## config.mk

```make
export PLATFORM = sky130hd
export DESIGN_NAME = tpp_pipeline
export DESIGN_NICKNAME = d
export VERILOG_FILES = /design/src/rtl/tpp_pkg.sv /design/src/rtl/tpp_seg_map.sv /design/src/rtl/tpp_pipeline.sv
export SDC_FILE = /design/constraint.sdc
export NUM_CORES = 2
export LEC_CHECK = 0
export BUFFER_PORTS_ARGS = -buffer_cell sky130_fd_sc_hd__buf_2
export CELL_PAD_IN_SITES_DETAIL_PLACEMENT = 0
export CELL_PAD_IN_SITES_GLOBAL_PLACEMENT = 1
export CORE_MARGIN = 5
export CORE_UTILIZATION = 30
export DETAILED_ROUTE_END_ITERATION = 7
export PLACE_DENSITY = 0.6
export SETUP_SLACK_MARGIN = 0.4
export SLEW_MARGIN = 20
export SYNTH_ARGS = -nofsm -noshare
export SYNTH_HDL_FRONTEND = slang
export SYNTH_SLANG_ARGS = --single-unit
```

## constraint.sdc

```tcl
create_clock -name SYS_CLK_I -period 5.8 [get_ports SYS_CLK_I]
set_clock_uncertainty 0.1 [all_clocks]
set_input_delay 0.87 -clock SYS_CLK_I [delete_from_list [all_inputs] [get_ports SYS_CLK_I]]
set_output_delay 0.87 -clock SYS_CLK_I [all_outputs]
set_load 0.1 [all_outputs]
```

## src/rtl/tpp_pkg.sv

```systemverilog
// constants shared by the target parameter pipeline files
package tpp_pkg;

  localparam int DATA_W     = 32;
  localparam int ADDR_W     = 7;
  localparam int NUM_STAGES = 8;
  localparam int NUM_DEST   = 4;

  // register map, word addresses of the serial register port
  localparam logic [ADDR_W-1:0] ADDR_GENERAL_CONFIGURATION  = 7'h00;
  localparam logic [ADDR_W-1:0] ADDR_START_CONFIGURATION    = 7'h02;
  localparam logic [ADDR_W-1:0] ADDR_GEAR_FACTOR   = 7'h12;
  localparam logic [ADDR_W-1:0] ADDR_POS_COMPARE   = 7'h32;
  localparam logic [ADDR_W-1:0] ADDR_TARGET_POS    = 7'h37;
  localparam logic [ADDR_W-1:0] ADDR_PIPE_FIRST    = 7'h38;
  localparam logic [ADDR_W-1:0] ADDR_PIPE_LAST     = 7'h3f;
  localparam logic [ADDR_W-1:0] ADDR_WRITEBACK_SEL = 7'h50;

  // destination numbering equals the bit position in the enable field
  localparam int DEST_TARGET   = 0;
  localparam int DEST_POS_COMP = 1;
  localparam int DEST_GEAR     = 2;
  localparam int DEST_GEN_CONF = 3;

  // fields
  localparam int PIPE_EN_LSB   = 16;
  localparam int PIPE_EN_W     = 4;
  localparam int STEP_MODE_LSB = 0;
  localparam int STEP_MODE_W   = 2;
  localparam int WB_SEL_W      = 8;

  localparam logic [STEP_MODE_W-1:0] STEP_MODE_INT_RAMP   = 2'h0;
  localparam logic [STEP_MODE_W-1:0] STEP_MODE_EXT_DIRECT = 2'h1;

  // reset values
  localparam logic [DATA_W-1:0]   RST_WORD   = 32'h0000_0000;
  localparam logic [WB_SEL_W-1:0] RST_WB_SEL = 8'h00;

  // spacing between segment starts, in stages, for a given count of enabled destinations
  localparam logic [2:0] SEG2_STEP = 3'h4;
  localparam logic [2:0] SEG3_STEP = 3'h3;
  localparam logic [2:0] SEG4_STEP = 3'h2;

endpackage : tpp_pkg

```

## src/rtl/tpp_seg_map.sv

```systemverilog
// segment mapping of the eight pipeline stages onto the enabled destinations
`timescale 1ns/100ps
module tpp_seg_map
  import tpp_pkg::*;
(
  input  wire logic [PIPE_EN_W-1:0] pipe_en_i,
  output logic      [11:0]          feed_stage_o,
  output logic      [15:0]          stage_owner_o,
  output logic      [7:0]           seg_last_o
);

  logic [2:0] num_en;

  function automatic logic [2:0] ones_below(input logic [3:0] v, input int d);
    logic [2:0] c;
    c = 3'h0;
    for (int i = 0; i < 4; i++)
      if (i < d && v[i])
        c = c + 3'h1;
    return c;
  endfunction

  // first stage of segment k when n destinations are enabled
  function automatic logic [2:0] seg_start(input logic [2:0] n, input logic [2:0] k);
    logic [2:0] s;
    case (n)
      3'h2:    s = 3'(k * SEG2_STEP);
      3'h3:    s = 3'(k * SEG3_STEP);
      3'h4:    s = 3'(k * SEG4_STEP);
      default: s = 3'h0;
    endcase
    return s;
  endfunction

  function automatic logic [2:0] seg_of_stage(input logic [2:0] n, input int s);
    logic [2:0] k;
    k = 3'h0;
    for (int j = 1; j < 4; j++)
      if (3'(j) < n && 32'(seg_start(n, 3'(j))) <= s)
        k = 3'(j);
    return k;
  endfunction

  function automatic logic [1:0] dest_of_rank(input logic [3:0] v, input logic [2:0] k);
    logic [1:0] d;
    d = 2'h0;
    for (int i = 0; i < 4; i++)
      if (v[i] && ones_below(v, i) == k)
        d = 2'(i);
    return d;
  endfunction

  assign num_en = ones_below(pipe_en_i, 4);

  genvar g;
  generate
    for (g = 0; g < NUM_DEST; g++)
    begin : g_dest
      // lowest enabled destination always sits on stage 0
      assign feed_stage_o[g*3 +: 3] = seg_start(num_en, ones_below(pipe_en_i, g));
    end
    for (g = 0; g < NUM_STAGES; g++)
    begin : g_stage
      assign stage_owner_o[g*2 +: 2] = dest_of_rank(pipe_en_i, seg_of_stage(num_en, g));
      if (g == NUM_STAGES - 1)
      begin : g_tail
        assign seg_last_o[g] = 1'b1;
      end
      else
      begin : g_body
        assign seg_last_o[g] = seg_of_stage(num_en, g) != seg_of_stage(num_en, g + 1);
      end
    end
  endgenerate

endmodule // tpp_seg_map

```

## src/rtl/tpp_pipeline.sv

```systemverilog
// target parameter pipeline with register port, segments and cyclic write-back
`timescale 1ns/100ps
module tpp_pipeline
  import tpp_pkg::*;
(
  input  wire logic                   SYS_CLK_I,
  input  wire logic                   SRST_I,
  input  wire logic                   START_I,
  input  wire logic [ADDR_W-1:0]      REG_ADDR_I,
  input  wire logic                   REG_WR_I,
  input  wire logic [DATA_W-1:0]      REG_WDATA_I,
  output logic      [DATA_W-1:0]      REG_RDATA_O,
  output logic      [DATA_W-1:0]      TARGET_POSITION_O,
  output logic      [DATA_W-1:0]      POS_COMPARE_O,
  output logic      [DATA_W-1:0]      GEAR_FACTOR_O,
  output logic      [DATA_W-1:0]      GENERAL_CONFIGURATION_O,
  output logic      [STEP_MODE_W-1:0] STEP_INPUT_MODE_O
);

  logic [DATA_W-1:0]    general_configuration;
  logic [DATA_W-1:0]    start_configuration;
  logic [DATA_W-1:0]    electronic_gear_factor;
  logic [DATA_W-1:0]    position_compare_value;
  logic [DATA_W-1:0]    target_position;
  logic [DATA_W-1:0]    pipe_stage [NUM_STAGES];
  logic [WB_SEL_W-1:0]  pipe_writeback_select;
  logic [PIPE_EN_W-1:0] pipe_en;
  logic                 pipe_start;
  logic [11:0]          feed_stage;
  logic [15:0]          stage_owner;
  logic [7:0]           seg_last;
  logic [DATA_W-1:0]    dest_value [NUM_DEST];
  logic [DATA_W-1:0]    feed_value [NUM_DEST];
  logic [DATA_W-1:0]    next_rdata;
  logic [NUM_STAGES-1:0] stage_wr;

  assign pipe_en    = start_configuration[PIPE_EN_LSB +: PIPE_EN_W];
  // no destination enabled means no pipeline at all, so stages stay put
  assign pipe_start = START_I && (pipe_en != 4'h0);

  assign dest_value[DEST_TARGET]   = target_position;
  assign dest_value[DEST_POS_COMP] = position_compare_value;
  assign dest_value[DEST_GEAR]     = electronic_gear_factor;
  assign dest_value[DEST_GEN_CONF] = general_configuration;

  tpp_seg_map u_seg_map
  (
    .pipe_en_i     (pipe_en),
    .feed_stage_o  (feed_stage),
    .stage_owner_o (stage_owner),
    .seg_last_o    (seg_last)
  );

  genvar g;
  generate
    for (g = 0; g < NUM_DEST; g++)
    begin : g_feed
      assign feed_value[g] = pipe_stage[feed_stage[g*3 +: 3]];
    end

    for (g = 0; g < NUM_STAGES; g++)
    begin : g_stage
      assign stage_wr[g] = REG_WR_I && (REG_ADDR_I == ADDR_PIPE_FIRST + 7'(g));
      // a start outranks a host write landing on the same stage in that cycle
      always_ff @(posedge SYS_CLK_I)
      begin
        if (SRST_I)
          pipe_stage[g] <= RST_WORD;
        else if (pipe_start)
        begin
          if (pipe_writeback_select[g])
            pipe_stage[g] <= dest_value[stage_owner[g*2 +: 2]];
          else if (!seg_last[g])
            pipe_stage[g] <= pipe_stage[(g + 1) % NUM_STAGES];
        end
        else if (stage_wr[g])
          pipe_stage[g] <= REG_WDATA_I;
      end
    end
  endgenerate

  // destinations take the old stage value in the same edge that shifts the chain
  always_ff @(posedge SYS_CLK_I)
  begin
    if (SRST_I)
      target_position <= RST_WORD;
    else if (pipe_start && pipe_en[DEST_TARGET])
      target_position <= feed_value[DEST_TARGET];
    else if (REG_WR_I && REG_ADDR_I == ADDR_TARGET_POS)
      target_position <= REG_WDATA_I;
  end

  always_ff @(posedge SYS_CLK_I)
  begin
    if (SRST_I)
      position_compare_value <= RST_WORD;
    else if (pipe_start && pipe_en[DEST_POS_COMP])
      position_compare_value <= feed_value[DEST_POS_COMP];
    else if (REG_WR_I && REG_ADDR_I == ADDR_POS_COMPARE)
      position_compare_value <= REG_WDATA_I;
  end

  always_ff @(posedge SYS_CLK_I)
  begin
    if (SRST_I)
      electronic_gear_factor <= RST_WORD;
    else if (pipe_start && pipe_en[DEST_GEAR])
      electronic_gear_factor <= feed_value[DEST_GEAR];
    else if (REG_WR_I && REG_ADDR_I == ADDR_GEAR_FACTOR)
      electronic_gear_factor <= REG_WDATA_I;
  end

  // the whole word is replaced, so step source mode flips on the start edge
  always_ff @(posedge SYS_CLK_I)
  begin
    if (SRST_I)
      general_configuration <= RST_WORD;
    else if (pipe_start && pipe_en[DEST_GEN_CONF])
      general_configuration <= feed_value[DEST_GEN_CONF];
    else if (REG_WR_I && REG_ADDR_I == ADDR_GENERAL_CONFIGURATION)
      general_configuration <= REG_WDATA_I;
  end

  always_ff @(posedge SYS_CLK_I)
  begin
    if (SRST_I)
      start_configuration <= RST_WORD;
    else if (REG_WR_I && REG_ADDR_I == ADDR_START_CONFIGURATION)
      start_configuration <= REG_WDATA_I;
  end

  always_ff @(posedge SYS_CLK_I)
  begin
    if (SRST_I)
      pipe_writeback_select <= RST_WB_SEL;
    else if (REG_WR_I && REG_ADDR_I == ADDR_WRITEBACK_SEL)
      pipe_writeback_select <= REG_WDATA_I[WB_SEL_W-1:0];
  end

  // read data follows the address one cycle later; unmapped words read zero
  always_comb
  begin
    next_rdata = RST_WORD;
    case (REG_ADDR_I)
      ADDR_GENERAL_CONFIGURATION:  next_rdata = general_configuration;
      ADDR_START_CONFIGURATION:    next_rdata = start_configuration;
      ADDR_GEAR_FACTOR:   next_rdata = electronic_gear_factor;
      ADDR_POS_COMPARE:   next_rdata = position_compare_value;
      ADDR_TARGET_POS:    next_rdata = target_position;
      ADDR_WRITEBACK_SEL: next_rdata = {24'h00_0000, pipe_writeback_select};
      default:
      begin
        if (REG_ADDR_I >= ADDR_PIPE_FIRST && REG_ADDR_I <= ADDR_PIPE_LAST)
          next_rdata = pipe_stage[REG_ADDR_I[2:0]];
        else
          next_rdata = RST_WORD;
      end
    endcase
  end

  always_ff @(posedge SYS_CLK_I)
  begin
    if (SRST_I)
      REG_RDATA_O <= RST_WORD;
    else
      REG_RDATA_O <= next_rdata;
  end

  assign TARGET_POSITION_O = target_position;
  assign POS_COMPARE_O     = position_compare_value;
  assign GEAR_FACTOR_O     = electronic_gear_factor;
  assign GENERAL_CONFIGURATION_O    = general_configuration;
  assign STEP_INPUT_MODE_O = general_configuration[STEP_MODE_LSB +: STEP_MODE_W];
endmodule // tpp_pipeline

```

Yosys cells after proc, flatten, opt, wreduce, memory -nomap -nowiden
Memory sizes are Yosys's and may differ from the RTL's. Cells that the tools add are included.

Input bits: 43. Memories kept: 1. Output and inout bits: 162. Register bits: 200. RAM bits: 256.

Memory list: pipe_stage (words 8, width 32, read ports 12, clocked after memory_dff 0, write ports 8, RTL line tpp_pipeline.sv:25) `logic [DATA_W-1:0] pipe_stage [NUM_STAGES];`.

Eq/ne operators: 47. Bitwise gates (word level): 31. Multiplexer cells: 216. $lt $le $gt $ge: 34. Add/sub/neg operators: 3. Multiply operators: 3. Reduce and logical (&&, ||, !) cells: 71.

Operator list (count): 2-to-1 mux 32 bit (48); binary-select mux 32 bit (select 2 bit) (8); one-hot mux 32 bit (6 select lines) (1); 2-to-1 mux 1 bit (118); equality test 7 x 6 -> 1 bit (second input constant) (10); logical AND 1 bit (65); one-hot mux 3 bit (3 select lines) (5); 2-to-1 mux 2 bit (22); 2-to-1 mux 3 bit (13); equality test 3 bit (12); <= comparator 3 bit (second input constant) (9); greater-or-equal comparator 3 bit (second input constant) (8); NOT 2 -> 3 bit (8); bitwise OR 1 bit (23); equality test 1 x 3 -> 1 bit (6); <= comparator 3 x 1 -> 1 bit (second input constant) (6); <= comparator 3 x 2 -> 1 bit (second input constant) (6); equality test 3 x 2 -> 1 bit (4); inequality test 3 bit (4); nonzero test 2 bit (4); equality test 7 x 2 -> 1 bit (second input constant) (1); equality test 7 x 5 -> 1 bit (second input constant) (1); equality test 7 bit (second input constant) (1); greater-or-equal comparator 7 x 6 -> 1 bit (second input constant) (1); other kinds (16) (21).

Longest topological paths before layout
Depth in word-level cells: 26. Gate-level depth with buffers: 18. Mapped depth without buffers: 13.

Cells and area by module
Synthesis repeated with hierarchy kept, for this count alone.

Cells, all modules: 3112. Area total of the unflattened synthesis: 37528.5 µm².

By module, submodules not included: tpp_pipeline (sequential area each 11691.2 µm², area an instance 36407.4 µm², instances 1, cells each 2960); tpp_seg_map (sequential area each 0.0 µm², area an instance 1121.1 µm², instances 1, cells each 152).

Worst setup path before layout
No wires, ideal clock.

Path kind: register -> register. From: reg start_configuration[17]. To: mem pipe_stage[6][0], enable pin. Path slack: 1.121 ns. Arrival: 4.114 ns. Clock period less this slack: 4.679 ns. Path buffers: 1. Stages on the path, launching flop included: 8. Data required time: 5.234 ns. Cell sequence: dfxtp_1 -> clkbuf_1 -> inv_1 -> ha_1 -> or3b_1 -> a21oi_2 -> nand4_1 -> o21ai_0.

RTL lines: from (decl) (RTL line tpp_pipeline.sv:21) `logic [DATA_W-1:0] start_configuration;`; from (signal assigned) (RTL line tpp_pipeline.sv:127) `start_configuration <= RST_WORD;`; from (signal assigned) (RTL line tpp_pipeline.sv:129) `start_configuration <= REG_WDATA_I;`; to (decl) (RTL line tpp_pipeline.sv:25).

==> flow_summary.json <==
{
  "synth_seq_cells": 456,
  "ctsHtreeMaxLevel": 2,
  "grt_overflow": 0,
  "slew_headroom_pct": 20.0,
  "drc_errors": 0,
  "synthesis.nets": 4071,
  "synth_seq_area_share_pct": 34.3,
  "ctsRootBufferMaster": "clkbuf_16",
  "syn_inst": 4024,
  "ys.flop_type": "edfxtp_1",
  "grt_pass1_wl_um": 283000,
  "status": "completed",
  "ys_types": 81,
  "initial_utilization_pct": 30.3,
  "die_x_um": 347,
  "synth-simple-area-share_pct": 17.7,
  "cts_buffer_depth": 3,
  "nNetsFinal": 4003,
  "fp-row-count": 123,
  "switching_share_pct": 27.4,
  "dr_total_vias": 38102,
  "worst_pin_slew_ps": 1200,
  "synthArstFlopShare_pct": 0,
  "wirelength_um": 204000,
  "fin_crit_sh_pct": 85.8,
  "maxSlewViolCount": 0,
  "max_cap_violations": 0,
  "end_kind": "flip-flop",
  "clockPowerShare_pct": 48.5,
  "switchingPower_uw": 2230,
  "grt_pass1_vias": 35582,
  "synthTopCellsByArea": "edfxtp_1 23%, dfxtp_1 12%, mux4_2 6.3%",
  "setup_viol": 0,
  "yosys-top-cells-count": "422 x nand2_1, 408 x o21ai_0, 360 x nand3_1",
  "grt_usage_pct": 32.0,
  "rsz0062_at_grt": "false",
  "drt-initial-drc-count": 6144,
  "dieHeight_um": 347,
  "cts_tree": "yes",
  "tns_ps": 0,
  "synth_compound_area_share_pct": 28.1,
  "clkTransAtPathRegs_ps": 70,
  "synth_top_area_share_pct": 22.5,
  "min_period_ps": 4980,
  "path_class": "reg2reg",
  "area.growth.synth_to_final_pct": 13.2,
  "hold_violations": 0,
  "cp_max_fo": 20,
  "p_seq_share_pct": 44.4,
  "clock_latency_ps": 710,
  "synth_xor_area_share_pct": 0.389,
  "wl_per_cell_um": 37.0,
  "setup_ws_ps": 821,
  "dp_slack_ps": 863,
  "drtAntennaViolNets": 0,
  "synth.most_common_cell": "nand2_1",
  "synth.largest_area_cell": "edfxtp_1",
  "io_buffers": 204,
  "grt_max_degree": 96,
  "mappedNetlistArea_um2": 34100,
  "cts_buffers": 60,
  "p_leak_uw": 0.0124,
  "peakVddDrop_mv": 0.263,
  "combPwrFrac_pct": 7.1,
  "antenna_found_initial": 8,
  "place_congestion": 0.988,
  "post_cts_buffers": 0,
  "yosysWarnings": 0,
  "fmax_mhz": 201,
  "worst_ep_required_time_ps": 6120,
  "cp-start-kind": "flip-flop",
  "layout-drive-gt1-share_pct": 18.4,
  "syn_area_per_cell_um2": 8.47,
  "dp.final_hpwl_um": 126000,
  "intPower_uw": 5910,
  "synth_top_family_by_area": "compound AO/OA/AOI/OAI gates",
  "synthMuxAreaShare_pct": 12.8,
  "power.density_nw_per_um2": 211,
  "io_pins": 205,
  "clock-sinks": 456,
  "worst_ep_arrival_time_ps": 5300,
  "hold_path.class": "reg2reg",
  "synth_fa_ha_area_share_pct": 0.227,
  "synth_edf_count": 256,
  "detail_route.vias_per_cell": 6.91,
  "die-area_um2": 121000,
  "coreArea_um2": 113000,
  "first_pass_iters": 8
}
flip-flops by register name (all words and copies together) (netlist names):
| name | flops |
|---|---|
| GEAR_FACTOR_O | 32 |
| TARGET_POSITION_O | 32 |
| REG_RDATA_O | 32 |
| start_configuration | 32 |
| GENERAL_CONFIGURATION_O | 32 |
| pipe_stage | 256 |
| POS_COMPARE_O | 32 |
| pipe_writeback_select | 8 |
final cells by class:
class                           instances  area [um2]
Antenna cell                            6        15.0
Clock buffer                           86        1730
Clock inverter                         28         275
Fill cell                           11864       74000
Inverter                               42         158
Multi-Input combinational cell       3050       20600
Sequential cell                       456       11700
Tap cell                             1500        1880
Timing Repair Buffer                  346        2250
kinds of logic (layout without fill, tap and decap cells):
kind of cell             count (synthesis)  count (layout)
AO/OA/AOI/OAI                         1440            1440
AND/OR/NAND/NOR                       1288            1288
buffers and inverters                  518             502
flip-flops                             456             456
multiplexers                           306             306
XOR/XNOR                                10              10
adder cells (fa/ha/maj)                  6               6
other                                    0               6
path summary, 6_finish.rpt:
path | from | end | slack, ps | cells past startpoint
hold / removal | start_configuration[22]$_SDFFE_PP0P_ | start_configuration[22]$_SDFFE_PP0P_ | 350 | 2
hold reg to reg | start_configuration[22]$_SDFFE_PP0P_ | start_configuration[22]$_SDFFE_PP0P_ | 350 | 2
setup reg to reg | start_configuration[16]$_SDFFE_PP0P_ | pipe_stage[5][8]$_DFFE_PP_ | 820 | 12
setup / recovery | start_configuration[16]$_SDFFE_PP0P_ | pipe_stage[5][8]$_DFFE_PP_ | 820 | 12
repair_timing:
item	in CTS	in global routing
setup endpoints to repair	0	2
hold buffers	0	0
endpoints found under the hold margin	0	0
resized for setup	0	1
through the flow:
| stage | std cells | cell area (um2) | util, % | hold WS, ps | power [uW] |
|---|---|---|---|---|---|
| global route | 5510 | 38600 | 34.3 | 368 | 8300 |
| global placement | 5394 | 36600 | 32.5 | 341 | 4240 |
| finish | 5514 | 38600 | 34.3 | 353 | 8140 |
| CTS | 5508 | 38600 | 34.3 | 354 | 8140 |
| floorplan | 4024 | 34100 | - | 336 | 3960 |
| detailed placement | 5394 | 36600 | 32.5 | 346 | 4230 |
layer usage:
layer	GRT usage, %	part of all wire [%]	wire, um
met1	42.4	39	79400
met2	48.8	43	87900
met3	7.75	12	24500
met4	15.8	5.8	11800
met5	0	0.086	176
cells in the final DEF, fill, tap and decap left out, types with 34 or more instances in the layout:
cell	Yosys	final
o211ai_1	36	36
edfxtp_1	256	256
o21ai_1	151	148
clkbuf_16	0	61
buf_2	78	200
nand3_1	360	357
a311oi_1	64	64
o31ai_1	35	34
and3_1	37	34
a22oi_1	160	160
a211oi_1	34	34
inv_1	42	41
o21ai_0	408	407
mux2i_1	141	141
a21oi_1	129	126
mux2_2	67	67
nand2_1	422	408
a31oi_1	66	66
dfxtp_1	200	199
and2_1	41	38
nor2b_1	35	34
a222oi_1	40	40
nor2_1	233	225
mux4_2	96	96
buf_4	21	133
o22ai_1	65	65
nor3_1	73	66
worst max-delay path, cell delays in order, from the launching register on:
cell      delay [ps]
dfxtp_1          310
inv_1            300
ha_1             380
nand2_1          220
nand2_1          220
inv_1            110
ha_1             680
nand3_1          380
o31a_4           260
nor2_2           380
nor4_4            60
a2111o_2         830
buf_4            420
power groups by stage:
stage	clock (uW)	sequential [uW]	combinational, uW
3_5_place_dp	0	3680	559
4_1_cts	3970	3610	560
6_report	3950	3620	575
5_1_grt	4090	3620	589
3_3_place_gp	0	3680	558
2_1_floorplan	0	3650	310
(Power assumes the default switching activity.)
